--- src/hdl/ext_bus_pkg.sv ---
package ext_bus_pkg;

  // ==========================================================
  // Register map (word index, byte address is four times it)
  // ==========================================================
  localparam logic [7:0] CLK_STRETCH_IDX  = 8'h8E;
  localparam logic [7:0] ADDR_CTRL_IDX    = 8'h9D;
  localparam logic [7:0] MEM_ENABLE_IDX   = 8'hC4;
  localparam logic [7:0] STATUS_IDX       = 8'hC5;
  localparam int         IDX_LSB          = 2;
  localparam int         IDX_MSB          = 9;

  // ==========================================================
  // Field layouts and reset values
  // ==========================================================
  localparam int         STRETCH_LSB      = 0;
  localparam int         STRETCH_MSB      = 2;
  localparam int         PAGE_EN_BIT      = 7;
  localparam int         PAGE_SEL_LSB     = 5;
  localparam int         PAGE_SEL_MSB     = 6;
  localparam int         DME_BIT          = 0;
  localparam int         ST_BUSY_BIT      = 0;
  localparam int         ST_VALID_BIT     = 1;
  localparam int         ST_PAGE_LSB      = 8;
  localparam int         ST_PAGE_MSB      = 15;
  localparam logic [7:0] CLK_STRETCH_RST  = 8'h00;
  localparam logic [7:0] ADDR_CTRL_RST    = 8'h00;
  localparam logic [7:0] MEM_ENABLE_RST   = 8'h00;

  // ==========================================================
  // Modes, requests and timing in system clocks
  // ==========================================================
  localparam logic [1:0] PAGE_SEL_ONE     = 2'h0;
  localparam logic [1:0] PAGE_SEL_TWO     = 2'h1;
  localparam logic [1:0] PAGE_SEL_MODE2   = 2'h3;
  localparam logic [5:0] BASIC_EXT_CLKS   = 6'h04;
  localparam logic [5:0] STRETCH_MC_CLKS  = 6'h04;
  localparam logic [5:0] NP_STROBE_BASE   = 6'h02;
  localparam logic [5:0] PM2_FETCH_HALF   = 6'h02;
  localparam logic [5:0] ONE_CLK          = 6'h01;
  localparam logic [5:0] ZERO_CLK         = 6'h00;
  localparam logic [2:0] STRETCH_LONG     = 3'h4;
  localparam logic [15:0] DEFAULT_INT_BYTES = 16'h0400;

  typedef enum logic [1:0] {
    REQ_FETCH = 2'h0,
    REQ_READ  = 2'h1,
    REQ_WRITE = 2'h2
  } req_kind_t;

  typedef enum logic [1:0] {
    BUS_NONPAGE = 2'h0,
    BUS_PAGE1   = 2'h1,
    BUS_PAGE2   = 2'h2
  } bus_mode_t;

  typedef struct packed {
    req_kind_t   kind;
    logic [15:0] addr;
    logic [7:0]  wdata;
  } bus_req_t;

  typedef struct packed {
    logic [5:0] latch;
    logic [5:0] setup;
    logic [5:0] strobe;
    logic [5:0] hold;
  } phase_len_t;

endpackage

--- src/hdl/ext_mem_page_bus_ctrl.sv ---
`timescale 1ns/1ps
module ext_mem_page_bus_ctrl
  import ext_bus_pkg::*;
#(
  parameter int INT_DATA_BYTES = 1024
) (
  input  wire logic        core_clk,
  input  wire logic        reset,
  input  wire logic        ce,
  input  wire logic [31:0] wb_adr_i,
  input  wire logic [31:0] wb_dat_i,
  output logic      [31:0] wb_dat_o,
  input  wire logic        wb_we_i,
  input  wire logic [3:0]  wb_sel_i,
  input  wire logic        wb_stb_i,
  input  wire logic        wb_cyc_i,
  output logic             wb_ack_o,
  input  wire bus_req_t    req,
  input  wire logic        req_valid,
  output logic             req_ready,
  output logic             resp_valid,
  output logic [7:0]       resp_data,
  output logic             resp_internal,
  input  wire logic [7:0]  low_port_in,
  output logic      [7:0]  low_port_out,
  output logic             low_port_oe,
  input  wire logic [7:0]  high_port_in,
  output logic      [7:0]  high_port_out,
  output logic             high_port_oe,
  output logic             address_latch_strobe,
  output logic             program_store_strobe_n,
  output logic             read_strobe_n,
  output logic             write_strobe_n
);

  if (INT_DATA_BYTES < 1 || INT_DATA_BYTES > 65536) begin : g_bad_size
    $error("INT_DATA_BYTES must lie between 1 and 65536.");
  end

  localparam logic [16:0] INT_LIMIT = 17'(INT_DATA_BYTES);

  typedef enum logic [4:0] {
    ST_IDLE   = 5'b00001,
    ST_LATCH  = 5'b00010,
    ST_SETUP  = 5'b00100,
    ST_STROBE = 5'b01000,
    ST_HOLD   = 5'b10000
  } phase_t;

  // ==========================================================
  // Timing functions
  // ==========================================================
  function automatic logic [5:0] stretch_cycles(input logic [2:0] s);
    logic [5:0] c;
    c = {3'h0, s};
    if (s >= STRETCH_LONG) begin
      c = 6'({3'h0, s} + 6'h03);
    end
    return c;
  endfunction

  function automatic phase_len_t data_lens(input logic [2:0] s);
    phase_len_t p;
    logic [5:0] total;
    total    = 6'(BASIC_EXT_CLKS + 6'(stretch_cycles(s) * STRETCH_MC_CLKS));
    p.latch  = ONE_CLK;
    p.hold   = ONE_CLK;
    p.strobe = NP_STROBE_BASE;
    if (s != 3'h0) begin
      p.hold   = 6'(ONE_CLK + ONE_CLK);
      p.strobe = 6'(stretch_cycles(s) * STRETCH_MC_CLKS);
    end
    if (s == 3'h1) begin
      p.strobe = 6'(NP_STROBE_BASE + NP_STROBE_BASE);
    end
    if (s >= STRETCH_LONG) begin
      p.strobe = 6'((stretch_cycles(s) - 6'h03) * STRETCH_MC_CLKS);
      p.latch  = 6'(ONE_CLK + STRETCH_MC_CLKS);
      p.hold   = 6'(ONE_CLK + STRETCH_MC_CLKS);
    end
    p.setup = 6'(total - p.latch - p.strobe - p.hold);
    return p;
  endfunction

  function automatic phase_len_t access_lens(input req_kind_t k, input bus_mode_t m,
                                             input logic [1:0] sel, input logic hit,
                                             input logic [2:0] s);
    phase_len_t p;
    logic [5:0] half;
    half = 6'(ONE_CLK << sel);
    p    = data_lens(s);
    if (k == REQ_FETCH) begin
      case (m)
        BUS_PAGE1: begin
          p = '{latch: (hit ? ZERO_CLK : half), setup: ZERO_CLK, strobe: half, hold: ZERO_CLK};
        end
        BUS_PAGE2: begin
          p = '{latch: (hit ? ZERO_CLK : PM2_FETCH_HALF), setup: ZERO_CLK,
                strobe: PM2_FETCH_HALF, hold: ZERO_CLK};
        end
        default: begin
          p = '{latch: ONE_CLK, setup: ZERO_CLK, strobe: NP_STROBE_BASE, hold: ONE_CLK};
        end
      endcase
    end else if (m == BUS_PAGE1 && hit) begin
      p.setup = 6'(p.setup + p.latch);
      p.latch = ZERO_CLK;
    end
    return p;
  endfunction

  function automatic phase_t first_phase(input phase_len_t p, input phase_t from);
    phase_t n;
    n = ST_IDLE;
    if (from == ST_IDLE && p.latch != ZERO_CLK) begin
      n = ST_LATCH;
    end else if ((from == ST_IDLE || from == ST_LATCH) && p.setup != ZERO_CLK) begin
      n = ST_SETUP;
    end else if (from != ST_STROBE && from != ST_HOLD) begin
      n = ST_STROBE;
    end else if (from == ST_STROBE && p.hold != ZERO_CLK) begin
      n = ST_HOLD;
    end
    return n;
  endfunction

  function automatic logic [5:0] phase_len(input phase_len_t p, input phase_t ph);
    logic [5:0] l;
    case (ph)
      ST_LATCH:  l = p.latch;
      ST_SETUP:  l = p.setup;
      ST_STROBE: l = p.strobe;
      ST_HOLD:   l = p.hold;
      default:   l = ZERO_CLK;
    endcase
    return l;
  endfunction

  // ==========================================================
  // Register file on the Wishbone bus
  // ==========================================================
  logic [7:0]  clk_stretch_q;
  logic [7:0]  addr_ctrl_q;
  logic [7:0]  mem_enable_q;
  logic [7:0]  page_q;
  logic        page_valid_q;
  logic        force_miss_q;
  phase_t      state_q;
  phase_t      state_d;
  logic [5:0]  cnt_q;
  logic [5:0]  cnt_d;
  phase_len_t  lens_q;
  phase_len_t  lens_new;
  bus_req_t    cur_q;
  bus_mode_t   mode_q;
  bus_mode_t   mode_now;
  logic [7:0]  idx;
  logic        wb_hit;
  logic        wr_en;
  logic        mode_write;
  logic        accept;
  logic        internal;
  logic        is_hit;

  assign idx        = wb_adr_i[IDX_MSB:IDX_LSB];
  assign wb_hit     = wb_cyc_i && wb_stb_i && !wb_ack_o;
  assign wr_en      = ce && wb_hit && wb_we_i && wb_sel_i[0];
  assign mode_write = wr_en && idx == ADDR_CTRL_IDX;

  always_ff @(posedge core_clk) begin
    if (reset) begin
      wb_ack_o <= 1'b0;
      wb_dat_o <= '0;
    end else if (ce) begin
      wb_ack_o <= wb_hit;
      wb_dat_o <= '0;
      if (wb_hit && !wb_we_i) begin
        case (idx)
          CLK_STRETCH_IDX: wb_dat_o <= {24'h0, clk_stretch_q};
          ADDR_CTRL_IDX:   wb_dat_o <= {24'h0, addr_ctrl_q};
          MEM_ENABLE_IDX:  wb_dat_o <= {24'h0, mem_enable_q};
          STATUS_IDX: begin
            wb_dat_o[ST_PAGE_MSB:ST_PAGE_LSB] <= page_q;
            wb_dat_o[ST_VALID_BIT]            <= page_valid_q;
            wb_dat_o[ST_BUSY_BIT]             <= state_q != ST_IDLE;
          end
          default: wb_dat_o <= '0;
        endcase
      end
    end
  end

  always_ff @(posedge core_clk) begin
    if (reset) begin
      clk_stretch_q <= CLK_STRETCH_RST;
      addr_ctrl_q   <= ADDR_CTRL_RST;
      mem_enable_q  <= MEM_ENABLE_RST;
    end else if (wr_en) begin
      case (idx)
        CLK_STRETCH_IDX: clk_stretch_q <= wb_dat_i[7:0];
        ADDR_CTRL_IDX:   addr_ctrl_q   <= wb_dat_i[7:0];
        MEM_ENABLE_IDX:  mem_enable_q  <= wb_dat_i[7:0];
        default: ;
      endcase
    end
  end

  // ==========================================================
  // Request decode and page compare
  // ==========================================================
  always_comb begin
    mode_now = BUS_NONPAGE;
    if (addr_ctrl_q[PAGE_EN_BIT]) begin
      mode_now = (addr_ctrl_q[PAGE_SEL_MSB:PAGE_SEL_LSB] == PAGE_SEL_MODE2) ? BUS_PAGE2 : BUS_PAGE1;
    end
  end

  assign accept   = ce && req_valid && req_ready;
  assign internal = req.kind != REQ_FETCH && mem_enable_q[DME_BIT]
                    && {1'b0, req.addr} < INT_LIMIT;
  assign is_hit   = page_valid_q && page_q == req.addr[15:8] && !force_miss_q
                    && !(req.kind != REQ_FETCH
                         && addr_ctrl_q[PAGE_SEL_MSB:PAGE_SEL_LSB] == PAGE_SEL_ONE);
  assign lens_new = access_lens(req.kind, mode_now, addr_ctrl_q[PAGE_SEL_MSB:PAGE_SEL_LSB],
                                is_hit, clk_stretch_q[STRETCH_MSB:STRETCH_LSB]);

  always_ff @(posedge core_clk) begin
    if (reset) begin
      page_q       <= 8'h00;
      page_valid_q <= 1'b0;
      force_miss_q <= 1'b0;
    end else if (ce) begin
      if (mode_write) begin
        page_valid_q <= 1'b0;
      end else if (accept && !internal && mode_now != BUS_NONPAGE) begin
        page_q       <= req.addr[15:8];
        page_valid_q <= 1'b1;
      end
      if (accept && !internal) begin
        force_miss_q <= req.kind != REQ_FETCH
                        && addr_ctrl_q[PAGE_SEL_MSB:PAGE_SEL_LSB] == PAGE_SEL_ONE;
      end
    end
  end

  // ==========================================================
  // Cycle sequencer
  // ==========================================================
  always_comb begin
    state_d = state_q;
    cnt_d   = cnt_q;
    if (state_q == ST_IDLE) begin
      if (accept && !internal) begin
        state_d = first_phase(lens_new, ST_IDLE);
        cnt_d   = phase_len(lens_new, state_d);
      end
    end else if (cnt_q == ONE_CLK) begin
      state_d = first_phase(lens_q, state_q);
      cnt_d   = phase_len(lens_q, state_d);
    end else begin
      cnt_d = 6'(cnt_q - ONE_CLK);
    end
  end

  always_ff @(posedge core_clk) begin
    if (reset) begin
      state_q <= ST_IDLE;
      cnt_q   <= ZERO_CLK;
      lens_q  <= '0;
      cur_q   <= '0;
      mode_q  <= BUS_NONPAGE;
    end else if (ce) begin
      state_q <= state_d;
      cnt_q   <= cnt_d;
      if (accept) begin
        lens_q <= lens_new;
        cur_q  <= req;
        mode_q <= mode_now;
      end
    end
  end

  // The ready flag falls with the accepting edge, so a request is never taken twice.
  always_ff @(posedge core_clk) begin
    if (reset) begin
      req_ready     <= 1'b0;
      resp_valid    <= 1'b0;
      resp_data     <= 8'h00;
      resp_internal <= 1'b0;
    end else if (ce) begin
      req_ready     <= state_d == ST_IDLE && !accept;
      resp_valid    <= 1'b0;
      resp_internal <= 1'b0;
      if (accept && internal) begin
        resp_valid    <= 1'b1;
        resp_internal <= 1'b1;
        resp_data     <= 8'h00;
      end else if (state_q != ST_IDLE && state_d == ST_IDLE) begin
        resp_valid <= 1'b1;
      end
      if (state_q == ST_STROBE && cnt_q == ONE_CLK && cur_q.kind != REQ_WRITE) begin
        resp_data <= (mode_q == BUS_PAGE2) ? high_port_in : low_port_in;
      end
    end
  end

  // ==========================================================
  // Pin drivers, registered from the next phase
  // ==========================================================
  logic [2:0] roles;
  bus_req_t   nreq;
  bus_mode_t  nmode;
  logic       nwr;
  assign nreq  = (state_q == ST_IDLE) ? req : cur_q;
  assign nmode = (state_q == ST_IDLE) ? mode_now : mode_q;
  assign nwr   = nreq.kind == REQ_WRITE;
  assign roles = {state_d == ST_LATCH, state_d == ST_STROBE, state_d == ST_IDLE};

  always_ff @(posedge core_clk) begin
    if (reset) begin
      low_port_out           <= 8'h00;
      low_port_oe            <= 1'b0;
      high_port_out          <= 8'h00;
      high_port_oe           <= 1'b0;
      address_latch_strobe   <= 1'b0;
      program_store_strobe_n <= 1'b1;
      read_strobe_n          <= 1'b1;
      write_strobe_n         <= 1'b1;
    end else if (ce) begin
      address_latch_strobe   <= roles[2];
      program_store_strobe_n <= !(roles[1] && nreq.kind == REQ_FETCH);
      read_strobe_n          <= !(roles[1] && nreq.kind == REQ_READ);
      write_strobe_n         <= !(roles[1] && nwr);
      high_port_oe           <= !roles[0];
      low_port_oe            <= 1'b0;
      high_port_out          <= nreq.addr[15:8];
      low_port_out           <= nreq.addr[7:0];
      case (nmode)
        BUS_PAGE1: begin
          if (!roles[2]) begin
            high_port_out <= nreq.addr[7:0];
            low_port_out  <= nreq.wdata;
            low_port_oe   <= nwr && !roles[0];
          end
        end
        BUS_PAGE2: begin
          low_port_oe <= !roles[0];
          if (!roles[2]) begin
            high_port_out <= nreq.wdata;
            high_port_oe  <= nwr && !roles[0];
          end
        end
        default: begin
          low_port_oe <= roles[2];
          if (!roles[2] && nwr && !roles[0]) begin
            low_port_out <= nreq.wdata;
            low_port_oe  <= 1'b1;
          end
        end
      endcase
      if (roles[0]) begin
        high_port_oe <= 1'b0;
      end
    end
  end

endmodule

--- config.mk ---
export PLATFORM = sky130hd
export DESIGN_NAME = ext_mem_page_bus_ctrl
export DESIGN_NICKNAME = d
export VERILOG_FILES = /design/src/hdl/ext_bus_pkg.sv /design/src/hdl/ext_mem_page_bus_ctrl.sv
export SDC_FILE = /design/constraint.sdc
export NUM_CORES = 1
export LEC_CHECK = 0
export BUFFER_PORTS_ARGS = -buffer_cell sky130_fd_sc_hd__buf_2
export CELL_PAD_IN_SITES_DETAIL_PLACEMENT = 0
export CELL_PAD_IN_SITES_GLOBAL_PLACEMENT = 1
export CORE_ASPECT_RATIO = 1.2
export CORE_MARGIN = 1.5
export CORE_UTILIZATION = 40
export DETAILED_ROUTE_END_ITERATION = 10
export PLACE_DENSITY = 0.89
export SKIP_LAST_GASP = 1
export SYNTH_ARGS = -nofsm -noshare
export SYNTH_HDL_FRONTEND = slang
export SYNTH_SLANG_ARGS = --single-unit
--- constraint.sdc ---
create_clock -name core_clk -period 7.2 [get_ports core_clk]
set_input_delay 0 -clock core_clk [delete_from_list [all_inputs] [get_ports core_clk]]
set_output_delay 0 -clock core_clk [all_outputs]
set_load 0.005 [all_outputs]
==> impl_metrics.ini, run 1 <==
[clock_tree]
cts_buffer_depth = 2
cts_buffers = 17
cts_num_sinks = 142
clk_pin_slew_worst_paths_ps = 60
clkLatencyLatePin_ps = 420
cts_tree = yes
root_buffer = clkbuf_16
ctsResizeCount = 0
htreeDepth = 4

[setup_path]
crit_fanout = 8
critPathCapture = read_strobe_n$_SDFFE_PP1P_
cpLargestDelayFamily = simple AND/OR/NAND/NOR gates
cpMaxStageDelayCell = dfxtp_1
timing.rr.end = read_strobe_n$_SDFFE_PP1P_
worstSetupStartpointType = flip-flop
rrSetupSlack_ps = 2380
reg2regPathDepth = 18
path_depth = 18
arrival_ps = 5110
cp_num_buf_inv = 3
critical_path_class = reg2reg
timing.rr.start = clk_stretch_q[1]$_SDFFE_PP0P_
crit_path_start = clk_stretch_q[1]$_SDFFE_PP0P_
cp-end-kind = flip-flop
cp_slowest_stage_delay_ps = 500
cp.required_ps = 7490
path_cells = inv_1 -> ha_1 -> ha_1 -> nor2_1 -> nand2_1 -> a22oi_1 -> inv_1 -> fa_1 -> inv_1 -> ha_1 -> fa_1 -> nor4_1 -> nand2_1 -> or3_1 -> o211ai_1 -> a21oi_1 -> nor3_1 -> a31oi_1

[routing]
drcViolationCount = 0
drt_wl_total_um = 22000
dr_wl_met2_um = 10700
wl_met3_um = 1110
top_layer = met4
dr.pass1.iters = 7
avgRoutedWirePerCell_um = 16.0
drt-initial-drc-count = 454
viasPerCell = 5.41
vias = 7459
met1_length_um = 9780
ant_nets = 0

[synthesis]
synth_warnings = 0
seq_area_frac_synth_pct = 36.5
syn_area_per_cell_um2 = 7.98
ys_types = 70
ys_async_sr_fraction_pct = 0
synthMuxAreaShare_pct = 7.46
synth_compound_area_share_pct = 20.7
synthFlopType = dfxtp_1
yosys-top-cells-count = nor2_1 (149), dfxtp_1 (142), nand2_1 (130)
synth_most_common_cell = nor2_1
synth_top_family_by_area = simple AND/OR/NAND/NOR gates
netlist_area_um2 = 7790
synthSimpleGateAreaFrac_pct = 21.8
synth_area_leaders = dfxtp_1 (37%), mux2i_1 (7.5%), nor2_1 (7.2%), nand2_1 (6.3%), a21oi_1 (5.0%)
ys_seq_elements = 142
synth_top_area_share_pct = 36.5
synthXorXnorAreaFrac_pct = 3.04
syn_inst = 976
synth-edff-count = 0
yosys.area.top_type = dfxtp_1
synthAdderAreaFrac_pct = 4.05

[placed_design]
portBuffers = 115
dp.cells = 1294
gp_congestion = 0.815
hpwl_um = 14700

[sta]
finClkSkew_ps = 7.42
worst_pin_slew_ps = 1070
max-slew-margin-rel_pct = 28.2
finalCritPeriodShare_pct = 66.9
setup_viol = 0
grt_setup_unrepaired = false
hold_viol = 0
drv_slew = 0
fin_setup_tns_ps = 0
post-route-min-period_ps = 4820
max_freq_ghz = 0.208

[floorplan]
boundaryPins = 183
initial_core_util_pct = 41.0
die_x_um = 130
core-area_um2 = 19000
die-area_um2 = 20300
rows = 55
die_h_um = 156

[power]
max-vdd-ir-drop_uv = 160
power.density_nw_per_um2 = 203
power.total_w = 0.00194
p_leak_nw = 4.00

[layout]
syn_to_final_growth_pct = 23.0
drive_gt1_share_pct = 16.6
nets = 1251
fillCellCount = 1836
layout.cells.non_filler = 1379
diodes = 0
fin_util_pct = 50.4

[global_route]
grt_pass1_vias = 6987
grt-ovfl-total = 0
gr-usage-all-layers_pct = 21.7
grt_max_degree = 90
grt_pass1_wl_um = 34900
antenna_found_initial = 0

[min_path]
hold_start = reset
hold_class = in2reg

[run]
maxCapViolations = 0

[outcome]
status = completed
==> layer usage <==
metal,GRT usage [%],vias up
li1,-,3695
met1,26.7,3511
met2,37.6,219
met3,4.29,34
met4,7.06,0
met5,0,-
==> metrics by stage <==
| step | setup WS, ps | instance area (um2) | hold WS [ps] |
|---|---|---|---|
| after global placement | 2480 | 8460 | 255 |
| after floorplan | 3090 | 7840 | 136 |
| after global routing | 2010 | 9570 | 91.2 |
| final | 2380 | 9570 | 67.1 |
| after CTS | 2390 | 9570 | 52.3 |
| after detailed placement | 2410 | 8460 | 259 |
==> registers in the layout, summed over array words and instances (netlist names), 2 cells and up <==
signal,count
cur_q,26
lens_q,19
wb_dat_o,16
addr_ctrl_q,8
clk_stretch_q,8
high_port_out,8
low_port_out,8
mem_enable_q,8
page_q,8
resp_data,8
cnt_q,6
state_q,5
mode_q,2
==> kinds of logic after synthesis <==
| family | Yosys count |
|---|---|
| other | 1 |
| xor gates and xnor gates | 27 |
| adders and majority gates | 24 |
| AOI/OAI and AO/OA | 230 |
| muxes | 58 |
| and+or+nand+nor | 384 |
| DFF | 142 |
| buffers and inverters | 110 |
==> cell usage in the layout (no fill, tap or decap), types with 5 or more instances in the layout <==
cell and instances:
clkbuf_16 17, nor3_1 20, conb_1 16, a21oi_1 78
a211oi_1 6, a31oi_1 12, buf_2 114, nand4b_1 5
nand4_1 6, a211oi_2 7, o21ai_0 26, o32ai_1 8
a22oi_1 16, dfxtp_1 142, nor2b_1 7, inv_1 30
a221oi_1 12, nor2_1 148, buf_4 13, a222oi_1 9
o221a_2 6, mux2i_1 58, xor2_1 19, o22ai_1 12
nand2_1 130, nand3_1 27, dlygate4sd3_1 53, xnor2_1 8
or3_1 8, ha_1 22
==> worst min-delay path by stage <==
| stage | endpoint | slack (ps) | cells past startpoint |
|---|---|---|---|
| floorplan | cur_q[0]$_SDFFE_PP0P_ | 140 | 2 |
| CTS | clk_stretch_q[2]$_SDFFE_PP0P_ | 50 | 2 |
| finish | high_port_oe$_SDFFE_PP0P_ | 70 | 2 |
| global route | mem_enable_q[4]$_SDFFE_PP0P_ | 90 | 2 |
| global placement | cur_q[8]$_SDFFE_PP0P_ | 260 | 3 |
| detailed placement | cur_q[1]$_SDFFE_PP0P_ | 260 | 3 |
==> repair_timing <==
action | CTS | global route
buffers inserted | 0 | 0
hold buffers | 53 | 0
setup endpoints to repair | 0 | 0
endpoints found under the hold margin | 70 | 0
==> where the power goes <==
part	leakage [nW]	switching [W]	internal, W
combinational	2.57	0.000146	0.000102
clock	0.282	0.000337	0.000536
sequential	1.15	0.0000146	0.000805
total	4.00	0.000497	0.00144
==> final cells by class <==
| cell class | count | area (um2) | area share (%) |
|---|---|---|---|
| clock inverters | 10 | 111 | 1.16 |
| flip-flops and latches | 142 | 2840 | 29.7 |
| well taps | 256 | 320 | 3.35 |
| multi-input cells | 739 | 4510 | 47.2 |
| repair buffers | 180 | 1200 | 12.5 |
| clock buffers | 22 | 474 | 4.95 |
| inverters | 30 | 113 | 1.18 |
No activity file was read; power rests on OpenSTA's default activity.
==> run 2, diff against run 1 <==
- clock period: 7.2 -> 4.6 ns (I/O delays scaled with it)
==> impl_metrics.ini, run 2 (synthesis gave the netlist of run 1 again) <==
[layout]
top_register = cur_q
diodes = 0
syn_to_final_growth_pct = 24.1
fin_util_pct = 50.9
largest_registers = cur_q (26), lens_q (19), wb_dat_o (16)
nets = 1258
largest_reg_flops = 26
layout_commonest_cell = nor2_1
drive_gt1_share_pct = 17.5
final_cell_mix = nor2_1 (148), dfxtp_1 (141), nand2_1 (130)

[setup_path]
cp_num_buf_inv = 3
arrival_ps = 4460
cp-end-kind = flip-flop
crit_fanout = 5
worstSetupStartpointType = flip-flop
cp.required_ps = 4870
critical_path_class = reg2reg
cpLargestDelayFamily = adder cells
path_cells = inv_1 -> ha_1 -> ha_1 -> nor2_1 -> nand2_1 -> a22oi_1 -> inv_1 -> fa_1 -> inv_1 -> ha_1 -> fa_1 -> nor4_2 -> nand2_1 -> or3_1 -> o211ai_1 -> a21oi_1 -> nor3_2 -> a21oi_1
cp_slowest_stage_delay_ps = 490
cpMaxStageDelayCell = fa_1

[floorplan]
core-area_um2 = 19000
boundaryPins = 183
die_x_um = 130
die_h_um = 156
initial_core_util_pct = 41.0
rows = 55
die-area_um2 = 20300

[clock_tree]
clk_pin_slew_worst_paths_ps = 60
cts_num_sinks = 142
htreeDepth = 4
clkLatencyLatePin_ps = 430
cts_buffer_depth = 2
cts_tree = yes
root_buffer = clkbuf_16
cts_buffers = 17

[power]
power.total_w = 0.00310
p_leak_nw = 4.04
max-vdd-ir-drop_uv = 260
power.density_nw_per_um2 = 321

[sta]
post-route-min-period_ps = 4190
drv_slew = 0
grt_setup_unrepaired = false
setup_ws_ps = 411
max_freq_ghz = 0.239
worst_pin_slew_ps = 1110
finClkSkew_ps = 7.74
hold_viol = 0
setup_viol = 0
max-slew-margin-rel_pct = 26.2
whs_ps = 23.0
finalCritPeriodShare_pct = 91.1
fin_setup_tns_ps = 0

[global_route]
grt_max_degree = 99
grt_pass1_wl_um = 36300
grt_pass1_vias = 7147
antenna_found_initial = 0
gr-usage-all-layers_pct = 22.6
grt-ovfl-total = 0

[placed_design]
portBuffers = 115
hpwl_um = 15500
pre_cts_slack_ps = 313
gp_congestion = 0.843

[routing]
drt-initial-drc-count = 645
viasPerCell = 5.46
avgRoutedWirePerCell_um = 16.4
ant_nets = 0
drt_wl_total_um = 22700
vias = 7561
drcViolationCount = 0
dr.pass1.iters = 7

[outcome]
status = completed

[min_path]
hold_class = in2reg

[run]
maxCapViolations = 0
-- run 2: cell types whose count changed in the layout (fill, tap and decap cells not counted), sizes merged --
cell and delta:
buf +7, clkbuf -4, bufinv +1, clkinv +1, clkinvlp +1, inv +1
-- run 2: final timing paths --
check	from	endpoint	slack, ps	cells past startpoint
setup / recovery	clk_stretch_q[0]$_SDFFE_PP0P_	write_strobe_n$_SDFFE_PP1P_	410	18
hold reg to reg	cur_q[10]$_SDFFE_PP0P_	cur_q[10]$_SDFFE_PP0P_	450	2
hold / removal	reset	clk_stretch_q[0]$_SDFFE_PP0P_	20	2
setup reg to reg	clk_stretch_q[0]$_SDFFE_PP0P_	write_strobe_n$_SDFFE_PP1P_	410	18
-- run 2: per-layer routing --
layer | part of all wire (%) | up-vias | global-route usage [%]
met2 | 49 | 229 | 38.3
met3 | 5.2 | 43 | 4.53
met1 | 44 | 3585 | 28.1
met5 | 0 | - | 0
li1 | - | 3704 | -
met4 | 2.0 | 0 | 8.37
-- run 2: repair_timing --
item                                    CTS  global route
hold buffers                             53             0
endpoints found under the setup margin    0             5
buffers inserted                          0             0
resized for setup                         0             3
endpoints found under the hold margin    69             0
-- run 2: layout make-up --
| type | count | area [um2] |
|---|---|---|
| fill | 1880 | 9330 |
| multi-input combinational | 739 | 4530 |
| sequential | 142 | 2840 |
| timing repair buffer | 187 | 1250 |
| clock buffer | 18 | 439 |
| tap | 256 | 320 |
| clock inverter | 14 | 166 |
| inverter | 30 | 113 |
-- run 2: power breakdown --
| part | internal [W] | leakage (nW) | total [W] | switching, W |
|---|---|---|---|---|
| clock network | 0.000866 | 0.288 | 0.00142 | 0.000557 |
| registers | 0.00126 | 1.15 | 0.00128 | 0.0000240 |
| logic | 0.000160 | 2.60 | 0.000392 | 0.000233 |
| total | 0.00229 | 4.04 | 0.00310 | 0.000814 |
-- run 2: stage by stage --
stage	cells	instance area, um2
final	1386	9660
after floorplan	991	7840
after global placement	1301	8510
after CTS	1386	9650
after global routing	1386	9660
after detailed placement	1301	8510
-- run 2: worst reg2reg max path: stages (launching register included) --
cell and delay (ps):
dfxtp_1 320, inv_1 90, ha_1 250, ha_1 190
nor2_1 250, nand2_1 120, a22oi_1 190, inv_1 90
fa_1 410, inv_1 60, ha_1 150, fa_1 490
nor4_2 300, nand2_1 90, or3_1 320, o211ai_1 180
a21oi_1 160, nor3_2 270, a21oi_1 90
